--- src/rtl/cfg_word_pkg.sv ---
// constants for the configuration word store and decoder
package cfg_word_pkg;
    localparam int WORD_W = 14;
    localparam logic [13:0] CFG_ADDR = 14'h2007;
    localparam logic [13:0] ERASED_WORD = 14'h3fff;
    // field positions inside the stored word
    localparam int OSC_LSB = 0;
    localparam int WATCHDOG_POS = 3;
    localparam int POWERUP_POS = 4;
    localparam int CP_LSB = 5;
    localparam int BROWNOUT_POS = 7;
    localparam int EEPROM_PROT_POS = 8;
    localparam int RST_PIN_POS = 9;
    localparam int OSC_HI_POS = 10;
    // technology of the word storage
    typedef enum logic [1:0] {TECH_MASK, TECH_OTP, TECH_EPROM, TECH_FLASH}
        mem_tech_t;
    // programmer commands
    typedef enum logic [1:0] {CMD_NONE, CMD_READ, CMD_WRITE, CMD_ERASE}
        prog_cmd_t;
    // decoded oscillator modes
    typedef enum logic [3:0] {
        OSC_LOW_POWER, OSC_STANDARD, OSC_HIGH_SPEED, OSC_RESCAP,
        OSC_EXT_RESCAP, OSC_EXT_RESCAP_CLKO, OSC_INT_RESCAP,
        OSC_INT_RESCAP_CLKO, OSC_RESERVED
    } osc_mode_t;
    // code protect levels
    typedef enum logic [1:0] {CP_OFF, CP_PART_A, CP_PART_B, CP_ALL}
        cp_level_t;
endpackage : cfg_word_pkg

--- src/rtl/cfg_field_decode.sv ---
// combinational decode of a configuration word into mode fields
`timescale 1ns/100ps
`default_nettype none
module cfg_field_decode
    import cfg_word_pkg::*;
#(
    parameter bit WIDE_OSC = 1'b1,
    parameter bit SINGLE_CP = 1'b0
) (
    input wire logic [13:0] word_in,
    output logic [1:0] cp_level_out,
    output logic eeprom_protect_out,
    output logic brownout_en_out,
    output logic powerup_timer_en_out,
    output logic reset_pin_mode_out,
    output logic watchdog_en_out,
    output logic [3:0] osc_mode_out,
    output logic clock_output_en_out
);
    logic [2:0] osc_code;
    logic [1:0] cp_code;

    assign osc_code = {word_in[OSC_HI_POS], word_in[OSC_LSB+1],
                       word_in[OSC_LSB]};
    assign cp_code = word_in[CP_LSB+1:CP_LSB];

    // code protect; a one-bit part only looks at the low bit
    always_comb begin
        if (SINGLE_CP) begin
            cp_level_out = cp_code[0] ? CP_OFF : CP_ALL;
        end else begin
            case (cp_code)
                2'h3: cp_level_out = CP_OFF;
                2'h2: cp_level_out = CP_PART_A;
                2'h1: cp_level_out = CP_PART_B;
                default: cp_level_out = CP_ALL;
            endcase
        end
    end

    assign eeprom_protect_out = ~word_in[EEPROM_PROT_POS];
    assign brownout_en_out = word_in[BROWNOUT_POS];
    // brown-out forces the delay timer on whatever its own bit says
    assign powerup_timer_en_out = ~word_in[POWERUP_POS]
                                  | word_in[BROWNOUT_POS];
    assign reset_pin_mode_out = word_in[RST_PIN_POS];
    assign watchdog_en_out = word_in[WATCHDOG_POS];

    // oscillator mode, two or three bit field
    always_comb begin
        clock_output_en_out = 1'b0;
        if (!WIDE_OSC) begin
            case (osc_code[1:0])
                2'h3: osc_mode_out = OSC_RESCAP;
                2'h2: osc_mode_out = OSC_HIGH_SPEED;
                2'h1: osc_mode_out = OSC_STANDARD;
                default: osc_mode_out = OSC_LOW_POWER;
            endcase
        end else begin
            case (osc_code)
                3'h7: begin
                    osc_mode_out = OSC_EXT_RESCAP_CLKO;
                    clock_output_en_out = 1'b1;
                end
                3'h6: osc_mode_out = OSC_EXT_RESCAP;
                3'h5: begin
                    osc_mode_out = OSC_INT_RESCAP_CLKO;
                    clock_output_en_out = 1'b1;
                end
                3'h4: osc_mode_out = OSC_INT_RESCAP;
                3'h3: osc_mode_out = OSC_RESERVED;
                3'h2: osc_mode_out = OSC_HIGH_SPEED;
                3'h1: osc_mode_out = OSC_STANDARD;
                default: osc_mode_out = OSC_LOW_POWER;
            endcase
        end
    end
endmodule : cfg_field_decode
`default_nettype wire

--- src/rtl/config_word_decoder.sv ---
// configuration word store, programmer access and power-up latching
`timescale 1ns/100ps
`default_nettype none
////////////////////////////////////////////////////////////////////////
module config_word_decoder
    import cfg_word_pkg::*;
#(
    parameter mem_tech_t MEM_TECH = TECH_FLASH,
    parameter logic [13:0] FACTORY_WORD = 14'h3fff,
    parameter logic [13:0] IMPL_MASK = 14'h07ff,
    parameter bit WIDE_OSC = 1'b1,
    parameter bit SINGLE_CP = 1'b0
) (
    input wire logic sys_clk_in,
    input wire logic nrst_in,
    input wire logic por_in,
    input wire logic prog_mode_in,
    input wire logic [1:0] prog_cmd_in,
    input wire logic [13:0] prog_addr_in,
    input wire logic [13:0] prog_wdata_in,
    input wire logic uv_erase_in,
    input wire logic ext_reset_pin_in,
    output logic [13:0] prog_rdata_out,
    output logic prog_ack_out,
    output logic prog_array_erase_out,
    output logic [1:0] cp_level_out,
    output logic eeprom_protect_out,
    output logic brownout_en_out,
    output logic powerup_timer_en_out,
    output logic reset_pin_mode_out,
    output logic ext_reset_active_out,
    output logic watchdog_en_out,
    output logic [3:0] osc_mode_out,
    output logic clock_output_en_out,
    output logic cfg_valid_out
);
    ////////////////////////////////////////////////////////////////////////
    // pin synchronisers; the first stage feeds only the second
    logic [2:0] prog_sync_reg;
    logic [2:0] uv_sync_reg;
    logic [2:0] rst_sync_reg;
    logic prog_mode_reg;
    logic uv_reg;
    logic rst_pin_reg;

    always_ff @(posedge sys_clk_in or negedge nrst_in) begin
        if (!nrst_in) begin
            prog_sync_reg <= 3'h0;
            uv_sync_reg <= 3'h0;
            rst_sync_reg <= 3'h7;
        end else begin
            prog_sync_reg <= {prog_sync_reg[1:0], prog_mode_in};
            uv_sync_reg <= {uv_sync_reg[1:0], uv_erase_in};
            rst_sync_reg <= {rst_sync_reg[1:0], ext_reset_pin_in};
        end
    end

    // a level counts once the second and third stages agree
    always_ff @(posedge sys_clk_in or negedge nrst_in) begin
        if (!nrst_in) begin
            prog_mode_reg <= 1'b0;
            uv_reg <= 1'b0;
            rst_pin_reg <= 1'b1;
        end else begin
            if (prog_sync_reg[1] == prog_sync_reg[2]) begin
                prog_mode_reg <= prog_sync_reg[2];
            end
            if (uv_sync_reg[1] == uv_sync_reg[2]) begin
                uv_reg <= uv_sync_reg[2];
            end
            if (rst_sync_reg[1] == rst_sync_reg[2]) begin
                rst_pin_reg <= rst_sync_reg[2];
            end
        end
    end

    ////////////////////////////////////////////////////////////////////////
    // stored word and programmer access
    logic [13:0] word_reg;
    logic [13:0] word_next;
    logic hit;
    logic uv_prev_reg;
    logic uv_rise;
    logic factory_loaded_reg;

    // address match plus mode gate; normal operation sees nothing
    assign hit = prog_mode_reg && (prog_addr_in == CFG_ADDR);
    assign uv_rise = uv_reg && !uv_prev_reg;

    always_comb begin
        word_next = word_reg;
        if (hit && prog_cmd_in == CMD_WRITE) begin
            case (MEM_TECH)
                TECH_OTP: word_next = word_reg & prog_wdata_in;
                TECH_EPROM: word_next = word_reg & prog_wdata_in;
                TECH_FLASH: word_next = word_reg & prog_wdata_in;
                default: word_next = word_reg;
            endcase
        end else if (hit && prog_cmd_in == CMD_ERASE
                     && MEM_TECH == TECH_FLASH) begin
            word_next = ERASED_WORD;
        end else if (uv_rise && MEM_TECH == TECH_EPROM) begin
            word_next = ERASED_WORD;
        end
        // unimplemented positions never hold a zero
        word_next = word_next | ~IMPL_MASK;
    end

    // reset reloads the erased word into the store; mask parts load at start
    always_ff @(posedge sys_clk_in or negedge nrst_in) begin
        if (!nrst_in) begin
            word_reg <= ERASED_WORD;
            factory_loaded_reg <= 1'b0;
        end else if (!factory_loaded_reg) begin
            factory_loaded_reg <= 1'b1;
            if (MEM_TECH == TECH_MASK) begin
                word_reg <= FACTORY_WORD | ~IMPL_MASK;
            end
        end else begin
            word_reg <= word_next;
        end
    end

    always_ff @(posedge sys_clk_in or negedge nrst_in) begin
        if (!nrst_in) begin
            uv_prev_reg <= 1'b0;
        end else begin
            uv_prev_reg <= uv_reg;
        end
    end

    // uv erase wipes the whole program array too
    always_ff @(posedge sys_clk_in or negedge nrst_in) begin
        if (!nrst_in) begin
            prog_array_erase_out <= 1'b0;
        end else begin
            prog_array_erase_out <= uv_rise
                                    && MEM_TECH == TECH_EPROM;
        end
    end

    // read data: raw stored bits, programmed shows 0; firmware gets none
    always_ff @(posedge sys_clk_in or negedge nrst_in) begin
        if (!nrst_in) begin
            prog_rdata_out <= 14'h0;
            prog_ack_out <= 1'b0;
        end else begin
            prog_ack_out <= hit && prog_cmd_in != CMD_NONE;
            if (hit && prog_cmd_in == CMD_READ) begin
                prog_rdata_out <= word_reg;
            end else if (!prog_mode_reg) begin
                prog_rdata_out <= 14'h0;
            end
        end
    end

    ////////////////////////////////////////////////////////////////////////
    // power-on capture of decoded fields
    logic [1:0] dec_cp;
    logic dec_eeprom;
    logic dec_brownout;
    logic dec_powerup;
    logic dec_rpin;
    logic dec_watchdog;
    logic [3:0] dec_osc;
    logic dec_clock_out;

    cfg_field_decode #(
        .WIDE_OSC(WIDE_OSC),
        .SINGLE_CP(SINGLE_CP)
    ) u_decode (
        .word_in(word_reg),
        .cp_level_out(dec_cp),
        .eeprom_protect_out(dec_eeprom),
        .brownout_en_out(dec_brownout),
        .powerup_timer_en_out(dec_powerup),
        .reset_pin_mode_out(dec_rpin),
        .watchdog_en_out(dec_watchdog),
        .osc_mode_out(dec_osc),
        .clock_output_en_out(dec_clock_out)
    );

    // safe defaults until the first capture: everything protected
    always_ff @(posedge sys_clk_in or negedge nrst_in) begin
        if (!nrst_in) begin
            cp_level_out <= CP_ALL;
            eeprom_protect_out <= 1'b1;
            brownout_en_out <= 1'b0;
            powerup_timer_en_out <= 1'b1;
            reset_pin_mode_out <= 1'b1;
            watchdog_en_out <= 1'b0;
            osc_mode_out <= OSC_LOW_POWER;
            clock_output_en_out <= 1'b0;
            cfg_valid_out <= 1'b0;
        end else if (por_in && factory_loaded_reg) begin
            cp_level_out <= dec_cp;
            eeprom_protect_out <= dec_eeprom;
            brownout_en_out <= dec_brownout;
            powerup_timer_en_out <= dec_powerup;
            reset_pin_mode_out <= dec_rpin;
            watchdog_en_out <= dec_watchdog;
            osc_mode_out <= dec_osc;
            clock_output_en_out <= dec_clock_out;
            cfg_valid_out <= 1'b1;
        end
    end

    // with the pin as I/O the internal reset stays inactive
    always_ff @(posedge sys_clk_in or negedge nrst_in) begin
        if (!nrst_in) begin
            ext_reset_active_out <= 1'b0;
        end else begin
            ext_reset_active_out <= reset_pin_mode_out
                                    && !rst_pin_reg;
        end
    end

    ////////////////////////////////////////////////////////////////////////
    // checks: programmer access
    a_no_normal_ack: assert property (
        @(posedge sys_clk_in) disable iff (!nrst_in)
        !prog_mode_reg |=> !prog_ack_out)
        else $error("ack outside programming mode");
    a_ack_pulse: assert property (
        @(posedge sys_clk_in) disable iff (!nrst_in)
        hit && prog_cmd_in != CMD_NONE |=> prog_ack_out)
        else $error("accepted command without ack");
    a_read_data: assert property (
        @(posedge sys_clk_in) disable iff (!nrst_in)
        hit && prog_cmd_in == CMD_READ |=> prog_rdata_out == $past(word_reg))
        else $error("read data wrong");
    a_no_read_normal: assert property (
        @(posedge sys_clk_in) disable iff (!nrst_in)
        !prog_mode_reg ##1 !prog_mode_reg |-> prog_rdata_out == 14'h0)
        else $error("firmware sees the word");
    // checks: stored word; apart from reset, an erase is the only way a bit returns to one
    a_clear_only: assert property (
        @(posedge sys_clk_in) disable iff (!nrst_in)
        factory_loaded_reg && !uv_rise
        && !(MEM_TECH == TECH_FLASH && hit && prog_cmd_in == CMD_ERASE)
        |=> (word_reg & ~$past(word_reg)) == 14'h0)
        else $error("bit set without erase");
    a_flash_erase: assert property (
        @(posedge sys_clk_in) disable iff (!nrst_in)
        MEM_TECH == TECH_FLASH && factory_loaded_reg && hit
        && prog_cmd_in == CMD_ERASE |=> word_reg == ERASED_WORD)
        else $error("erase left programmed bits");
    a_unimpl_ones: assert property (
        @(posedge sys_clk_in) disable iff (!nrst_in)
        factory_loaded_reg |-> (word_reg | IMPL_MASK) == 14'h3fff)
        else $error("unimplemented bit low");
    // checks: captured mode outputs
    a_brownout_timer: assert property (
        @(posedge sys_clk_in) disable iff (!nrst_in)
        brownout_en_out |-> powerup_timer_en_out)
        else $error("brown-out without power-up timer");
    a_capture_valid: assert property (
        @(posedge sys_clk_in) disable iff (!nrst_in)
        por_in && factory_loaded_reg |=> cfg_valid_out)
        else $error("capture not flagged");
    a_watchdog_capture: assert property (
        @(posedge sys_clk_in) disable iff (!nrst_in)
        por_in && factory_loaded_reg
        |=> watchdog_en_out == $past(word_reg[WATCHDOG_POS]))
        else $error("watchdog enable not captured");
    a_hold_fields: assert property (
        @(posedge sys_clk_in) disable iff (!nrst_in)
        !por_in |=> $stable(osc_mode_out) && $stable(cp_level_out))
        else $error("fields changed without capture");
    a_pin_io: assert property (
        @(posedge sys_clk_in) disable iff (!nrst_in)
        !reset_pin_mode_out ##1 !reset_pin_mode_out |-> !ext_reset_active_out)
        else $error("reset while pin is io");
    // covers for the main scenarios
    c_write: cover property (
        @(posedge sys_clk_in) hit && prog_cmd_in == CMD_WRITE);
    c_read: cover property (
        @(posedge sys_clk_in) hit && prog_cmd_in == CMD_READ);
    c_erase: cover property (
        @(posedge sys_clk_in) hit && prog_cmd_in == CMD_ERASE);
    c_capture: cover property (
        @(posedge sys_clk_in) por_in ##1 cfg_valid_out);
    c_pin_reset: cover property (
        @(posedge sys_clk_in) ext_reset_active_out);
endmodule : config_word_decoder
`default_nettype wire

--- config.mk ---
export PLATFORM = sky130hd
export DESIGN_NAME = config_word_decoder
export DESIGN_NICKNAME = d
export VERILOG_FILES = /design/src/rtl/cfg_word_pkg.sv /design/src/rtl/cfg_field_decode.sv /design/src/rtl/config_word_decoder.sv
export SDC_FILE = /design/constraint.sdc
export NUM_CORES = 1
export LEC_CHECK = 0
export BUFFER_PORTS_ARGS = -buffer_cell sky130_fd_sc_hd__buf_2
export CORE_UTILIZATION = 25
export CTS_CLUSTER_SIZE = 12
export DETAILED_ROUTE_END_ITERATION = 8
export MAX_ROUTING_LAYER = met4
export PLACE_DENSITY = 0.57
export REMOVE_ABC_BUFFERS = 1
export SLEW_MARGIN = 20
export SYNTH_ARGS = -nofsm -noshare
export SYNTH_HDL_FRONTEND = slang
export SYNTH_SLANG_ARGS = --single-unit
export TNS_END_PERCENT = 30
--- constraint.sdc ---
create_clock -name sys_clk_in -period 1.71 [get_ports sys_clk_in]
set_input_delay 0.0855 -clock sys_clk_in [delete_from_list [all_inputs] [get_ports sys_clk_in]]
set_output_delay 0.0855 -clock sys_clk_in [all_outputs]
set_load 0.02 [all_outputs]
# After elaboration in Yosys (flattened, before gate mapping)
# Index checks and enable logic that the tools add are counted.
op_classes:
  eq_ne: 17
  reduce_logical: 12
  bitwise_logic: 4
  multipliers: 0
  shifts: 0
  n_lt_le_gt_ge: 0
  div: 0
  n_mux: 7
  addsub: 0
ops:
  columns: ["operator", "count"]
  rows:
  - ["2-to-1 mux 14 bit", 2]
  - ["one-hot mux 4 bit (7 select lines)", 1]
  - ["2-to-1 mux 11 bit", 2]
  - ["== test 14 bit (second input constant)", 1]
  - ["== test 3 bit (second input constant)", 4]
  - ["bitwise AND 11 bit", 1]
  - ["== test 2 bit (second input constant)", 4]
  - ["logical AND 1 bit", 7]
  - ["== test 3 x 2 -> 1 bit (second input constant)", 2]
  - ["one-hot mux 2 bit (3 select lines)", 1]
  - ["== test 2 x 1 -> 1 bit (second input constant)", 2]
  - ["nonzero test 2 bit", 2]
  - ["== test 3 x 1 -> 1 bit (second input constant)", 1]
  - ["== test 1 bit", 2]
  - ["!= test 2 x 1 -> 1 bit (second input constant)", 1]
  - ["inverter 1 bit", 2]
  - ["AND reduction 2 bit", 1]
  - ["OR reduction 2 bit", 1]
  - ["logical NOT 1 bit", 1]
  - ["2-to-1 mux 1 bit", 1]
  - ["OR 1 bit", 1]
totals:
  memories: 0
  output_inout_bits: 30
  latch_bits: 0
  regBits: 49
  wordCells: 58
  ramBits: 0
  rom_bits: 0

# Depth between registers and ports, before layout
# Gate-level depths: netlist of run 1.
depth:
  depth_word: 5
  ltp_mapped: 5
  depth_no_buf: 4

# By module
# A second synthesis of run 1 with hierarchy kept.
unflattened:
  cells_unflattened: 171
  hier_area_um2: 1978.1
by_module_without_submodules:
  columns: ["mod", "instances", "area_per_inst_um2", "cells_each"]
  rows:
  - ["config_word_decoder", 1, 1889.3, 156]
  - ["cfg_field_decode", 1, 88.8, 15]

# Worst setup path after synthesis of run 1
# Ideal clock, no wire load.
synth_timing:
  path_type: "register to register"
  start: "register prog_mode_reg"
  end: "register prog_rdata_out[12]"
  period_less_slack_ps: 1304
  arrival_ps: 1186
  setup_slack_ps: 406
  path_stages_with_launch: 6
  n_path_buf: 1
  t_required_ps: 1592
  cell_sequence: "dfrtp_1 and4bb_1 and4_1 and2_4 buf_6 a21o_1"
synth_between:
  elab_chain_cells: 3
  elab_cells_between_ends: 4
  classes_between: "1 x eq/ne; 1 x mux; 2 x reduce/logical"
synth_rtl:
  columns: ["element", "line_no", "text"]
  rows:
  - ["start: declaration", "config_word_decoder.sv:42", "logic prog_mode_reg;"]
  - ["start signal: assignment", "config_word_decoder.sv:66", "prog_mode_reg <= prog_sync_reg[2];"]
  - ["logical AND 1 bit", "config_word_decoder.sv:87", "assign hit = prog_mode_reg && (prog_addr_in == CFG_ADDR);"]
  - ["logical AND 1 bit", "config_word_decoder.sv:149", "if (hit && prog_cmd_in == CMD_READ) begin"]
  - ["!= test 2 x 1 -> 1 bit (no source line) / 2-to-1 mux 14 bit (equally long branches)", null, null]
  - ["end signal: assignment", "config_word_decoder.sv:150", "prog_rdata_out <= word_reg;"]
  - ["end: declaration", "config_word_decoder.sv:23", "output logic [13:0] prog_rdata_out,"]
# Several ways; a longest one is shown, not always the timed one.
# A chain may end at the register's enable or synchronous reset.

# Worst setup path after layout of run 1
layout_timing:
  start: "register prog_mode_reg"
  end: "register word_reg[2]"
layout_between:
  elab_chain_cells: 4
  elab_cells_between_ends: 6
  classes_between: "1 x mux; 5 x reduce/logical"
layout_rtl:
  columns: ["element", "line_no", "text"]
  rows:
  - ["logical AND 1 bit (*)", "config_word_decoder.sv:87", null]
  - ["logical AND 1 bit, on equally long branches", "config_word_decoder.sv:92, config_word_decoder.sv:99", null]
  - ["nonzero test 2 bit (no source line)", null, null]
  - ["AND reduction 2 bit (no source line)", null, null]
  - ["end signal: assignment", "config_word_decoder.sv:117", "word_reg <= FACTORY_WORD | ~IMPL_MASK;"]
  - ["end signal: assignment", "config_word_decoder.sv:120", "word_reg <= word_next;"]
  - ["end: declaration", "config_word_decoder.sv:79", "logic [13:0] word_reg;"]
# Every way passes the cells marked *; elsewhere a longest branch is shown, timed or not.

==> flow_summary_export.csv, run 1 <==
group,metric,value,unit
worst_setup_path,path_cells,"and4bb_1 -> and4_1 -> nand4_1 -> nand2_1",
drt,routed_wirelength,4.15,mm
worst_setup_path,slowest_delay,420,ps
clocking,cts_resized,0,
logic_synthesis,synth_simple_gate_area_share,19.8,%
clocking,cts.htree.levels,2,
final_layout,layout_common_cells,"buf_2 (60), nand2_1 (33), dfrtp_1 (27)",
final_layout,nets,272,
min_path,worstHoldPathType,"in -> reg",
logic_synthesis,postSynthCellCount,171,
floorplanning,chipWidth,89.1,µm
floorplanning,coreArea,7290,µm²
final_layout,drive_gt1_share,43.0,%
logic_synthesis,synth_top_family_by_area,"simple AND/OR/NAND/NOR gates",
placement,post-place-cells,325,
logic_synthesis,yosysSeqAreaShare,63.4,%
final_layout,largest_register_ffs,12,
grt,grt-ovfl-total,0,
floorplanning,die_area,7930,µm²
power,seqPwrFrac,57.8,%
clocking,insertion_delay,300,ps
floorplanning,die_h,89.1,µm
job,cap_violations,0,
worst_setup_path,crit_type,"reg -> reg",
worst_setup_path,cp_slowest_cell,"nand4_1",
timing,final.period_utilization,86.1,%
clocking,cts.path.max_buffers,2,
final_layout,syn_to_final_growth,28.1,%
floorplanning,start_util,26.0,%
worst_setup_path,cp_top_family,"simple AND/OR/NAND/NOR gates",
logic_synthesis,synth_compound_area_share,8.65,%
drt,dr.pass1.iters,6,
worst_setup_path,arrival,1700,ps
logic_synthesis,syn_avg_cell_area,11.1,µm²
timing,grt_setup_unrepaired,"no",
drt,vias,1406,
drt,vias_per_cell,4.18,
grt,grt_pass1_vias,1417,
placement,hpwl,3.17,mm
min_path,holdPathStages,3,
power,comb_power_share,8.0,%
logic_synthesis,synth-adder-area-share,1.06,%
logic_synthesis,synth_area,1900,µm²
power,p_per_area,825,nW/µm²
clocking,holdBufCountCts,3,
placement,place.gp.congestion,0.748,
final_layout,antenna_cells,0,
final_layout,stdcell_count,336,
worst_setup_path,crit_path_start_kind,"flip-flop",
worst_setup_path,critPathBufInv,0,
logic_synthesis,synth_seq_cells,47,
clocking,cts_tree,"done",
floorplanning,top_level_ports,66,
logic_synthesis,synth.area.mux_share,2.90,%
timing,setup_tns,0,ps
final_layout,final_util,33.3,%
placement,dpl_cell_area,2310,µm²
clocking,cts.reportedPaths.clkPinSlew,80,ps
power,power_switching,0.000462,W
placement,pre_cts_slack,244,ps
grt,grt_pass1_wl,6.78,mm
worst_setup_path,crit_cells,4,
drt,drc,0,
worst_setup_path,endpoint_kind,"flip-flop",
clocking,cts_inserted_buffers,5,
logic_synthesis,synth_xor_xnor_area_share,0,%
logic_synthesis,synth_cell_type_count,28,
timing,period_needed,1470,ps
run_status,outcome,"finished, final reports clean",
placement,port_buffers,60,
worst_setup_path,path_max_fanout,11,
floorplanning,std_cell_rows,31,
power,p_int,0.00154,W
worst_setup_path,reg2reg_depth,4,
final_layout,postLayoutCellArea,2430,µm²
clocking,cts-root-buf,"clkbuf_8",
timing,finalWorstSetupSlack,238,ps
clocking,postCtsSetupBuffers,0,
final_layout,final_common_cell,"buf_2",
drt,drtIter0Drc,85,
timing,final_max_slew_viol_count,0,
power,clockPowerShare,34.1,%
drt,detail-route-antenna-nets,0,
timing,hold_viol_final,0,
grt,grt_max_degree,20,
worst_setup_path,cp.required,1940,ps
power,leakage,1.19,nW
power,switching_share,23.0,%
grt,antenna_found_initial,0,
timing,setup_viol,0,
drt,detail_route.wl_per_cell,12.4,µm
power,ir_drop,284,µV
timing,fin_skew,5.26,ps
clocking,cts.sinks,47,
timing,clock.fmax,679,MHz
grt,grt_usage,12.1,%
logic_synthesis,synth-warning-count,0,
## routing by layer
metal | track usage [%] | vias up | share of wire [%]
met2 | 19.2 | 50 | 45
met5 | - | - | 0
met3 | 2.77 | 8 | 5.2
li1 | - | 704 | -
met1 | 14.9 | 644 | 48
met4 | 5.19 | 0 | 1.6
## layout make-up
cell class | instances | area [µm²]
fill | 800 | 4860
sequential | 47 | 1200
clock inverter | 1 | 5.00
multi-input combinational | 111 | 622
timing repair buffer | 71 | 390
clock buffer | 7 | 86.3
tap | 99 | 124
## final timing paths
check                                       start          endpoint  slack (ps)
min in group asynchronous                 nrst_in       word_reg[6]         490
worst min-delay path            prog_wdata_in[10]      word_reg[10]          20
worst max register to register      prog_mode_reg       word_reg[2]         240
worst max-delay path                prog_mode_reg       word_reg[2]         240
worst min register to register   prog_sync_reg[0]  prog_sync_reg[1]         350
max in group asynchronous                 nrst_in       word_reg[2]         860
## per-stage QoR
step	hold slack [ps]	total power, W
final	22.9	0.00200
after global routing	18.6	0.00210
after CTS	22.8	0.00204
after detailed placement	195	0.00134
after global placement	192	0.00134
after floorplan	-210	0.00124
## kinds of logic after synthesis
| kind of cell | Yosys count |
|---|---|
| multiplexers | 5 |
| buffers and inverters | 13 |
| flip-flops | 47 |
| adder cells (fa/ha/maj) | 2 |
| other | 2 |
| AO/OA/AOI/OAI | 31 |
| AND/OR/NAND/NOR | 71 |
## synth_stat cells, drive strengths merged
cell type	number	area [µm²]
nor2b	4	25.0
and4bb	2	25.0
nand2b	1	6.26
nand3	11	55.1
dfrtp	27	676
nor4	1	12.5
mux2	4	45.0
buf	6	46.3
and4	1	8.76
a21o	1	7.51
nor2	4	15.0
clkbuf	7	26.3
mux2i	1	10.0
nor3b	1	7.51
conb	2	7.51
o21ai	28	140
o31ai	1	7.51
nand3b	10	75.1
nand4	2	12.5
dfstp	20	526
and2	1	8.76
a22o	1	8.76
nand2	33	124
maj3	2	20.0
## worst min-delay path, stage by stage
cell and delay [ps]:
buf_2 90, o31ai_1 70, nand2_1 60
## power by group through the flow
| stage | clock (W) | combinational (W) | sequential (W) |
|---|---|---|---|
| after floorplan | 0 | 0.0000377 | 0.00120 |
| after global placement | 0 | 0.000157 | 0.00118 |
| after detailed placement | 0 | 0.000159 | 0.00118 |
| after CTS | 0.000712 | 0.000165 | 0.00116 |
| after global routing | 0.000755 | 0.000181 | 0.00116 |
| final | 0.000684 | 0.000161 | 0.00116 |
(Power assumes the default switching activity.)
==> inputs of run 2 (changes only) <==
- CORE_UTILIZATION: 25 -> 40
- PLACE_DENSITY: 0.57 -> 0.77
- SETUP_SLACK_MARGIN: unset -> 0.1
==> run 2 against run 1 <==
Compared with the run above: worst hold slack improved by 5.8 ps; core utilization increased by 21 points; sequential share of layout area increased by 0.70 points; register-to-register slack improved by 200 ps; via count increased by 1.8%; die area decreased by 37%; critical path depth increased by 1; clock skew decreased by 1.7 ps; maximum frequency increased by 15%; wire length decreased by 7.9%; power increased by 2.5%; cell area decreased by 1.4%.
==> flow_summary_export.csv, run 2 (same netlist as run 1, synthesis figures left out) <==
group,metric,value,unit
timing,grt_setup_unrepaired,"no",
timing,setup_tns,0,ps
min_path,worstHoldStart,"prog_wdata_in[10]",
min_path,worstHoldPathType,"in -> reg",
floorplanning,die_h,70.8,µm
timing,hold_viol_final,0,
worst_setup_path,crit_start,"prog_mode_reg",
grt,grt_pass1_wl,6.49,mm
timing,setup_viol,0,
clocking,postCtsSetupBuffers,0,
timing,fin_skew,3.60,ps
final_layout,fill_cells,409,
final_layout,nets,272,
floorplanning,chipWidth,70.8,µm
worst_setup_path,crit_type,"reg -> reg",
floorplanning,top_level_ports,66,
timing,relSlewSlack,60.9,%
worst_setup_path,path_max_fanout,11,
final_layout,final_common_cell,"buf_2",
grt,grt_max_degree,26,
clocking,cts_inserted_buffers,5,
final_layout,drive_gt1_share,43.5,%
timing,tightest_slew,587,ps
drt,drc,0,
worst_setup_path,arrival,1450,ps
worst_setup_path,endpoint_kind,"flip-flop",
drt,detail-route-antenna-nets,0,
drt,vias,1432,
drt,route.met2.wl,1.81,mm
worst_setup_path,rr_startpoint,"prog_mode_reg",
power,leakage,1.20,nW
final_layout,syn_to_final_growth,26.3,%
timing,clock.fmax,784,MHz
timing,final_max_slew_viol_count,0,
drt,dr_wl_met3,232,µm
drt,wl_met1,1.72,mm
floorplanning,coreArea,4440,µm²
final_layout,final_util,53.9,%
worst_setup_path,crit_path_start_kind,"flip-flop",
clocking,cts_tree,"done",
drt,routed_wirelength,3.83,mm
drt,top_layer_used,"met4",
clocking,cts-root-buf,"clkbuf_8",
drt,detail_route.wl_per_cell,13.2,µm
drt,vias_per_cell,4.96,
placement,place.gp.congestion,0.791,
clocking,cts.sinks,47,
placement,pre_cts_slack,423,ps
drt,dr.pass1.iters,6,
grt,grt-ovfl-total,0,
timing,final.period_utilization,74.6,%
clocking,cts.htree.levels,2,
power,p_per_area,857,nW/µm²
grt,grt_usage,17.4,%
clocking,cts.reportedPaths.clkPinSlew,80,ps
final_layout,largest_register_ffs,12,
placement,hpwl,2.79,mm
worst_setup_path,reg2reg_depth,5,
min_path,holdPathStages,3,
floorplanning,start_util,42.7,%
timing,period_needed,1270,ps
job,cap_violations,0,
drt,drtIter0Drc,88,
grt,grt_pass1_vias,1395,
worst_setup_path,cp.required,1890,ps
clocking,cts_resized,0,
clocking,insertion_delay,300,ps
floorplanning,std_cell_rows,24,
power,ir_drop,505,µV
clocking,cts.path.max_buffers,2,
timing,hold_slack,28.7,ps
final_layout,layout_common_cells,"buf_2 (60), nand2_1 (33), dfrtp_1 (27)",
final_layout,antenna_cells,0,
grt,antenna_found_initial,0,
run_status,outcome,"finished, final reports clean",
clocking,holdBufCountCts,3,
placement,port_buffers,60,
floorplanning,die_area,5020,µm²
timing,finalWorstSetupSlack,435,ps
run 2: area by class of cell:
type / instances / area, µm² / share of cell area (%)
well taps: 52 / 65.1 / 2.72
flip-flops and latches: 47 / 1200 / 50.2
clock buffers: 7 / 96.3 / 4.02
repair buffers: 71 / 403 / 16.8
multi-input cells: 111 / 622 / 26.0
clock inverters: 1 / 7.51 / 0.313
run 2: final timing paths:
check | endpoint | slack [ps]
max in group asynchronous | word_reg[5] | 780
worst min-delay path | word_reg[10] | 30
worst max-delay path | prog_rdata_out[7] | 440
worst max register to register | prog_rdata_out[7] | 440
min in group asynchronous | prog_rdata_out[1] | 330
worst min register to register | prog_sync_reg[1] | 350
run 2: through the flow:
stage	power [W]	std cells	cell area, µm²
2_1_floorplan	0.00124	158	1820
3_3_place_gp	0.00133	278	2260
3_5_place_dp	0.00134	278	2260
4_1_cts	0.00208	289	2390
5_1_grt	0.00215	289	2390
6_report	0.00205	289	2390
run 2: worst max-delay path: stages, from the launching register on:
cell,delay [ps]
dfrtp_1,390
and4bb_1,210
and4_1,210
buf_4,180
nand3_1,90
o21ai_0,90
run 2: routing by layer:
metal,track usage (%),vias up
li1,-,705
met1,21.8,663
met2,27.0,57
met3,4.70,7
met4,7.11,0
met5,-,-
run 2: report_power, final:
part           internal, W  switching (W)
clock             0.000368       0.000365
combinational    0.0000687      0.0000919
sequential         0.00115      0.0000110
total              0.00159       0.000468
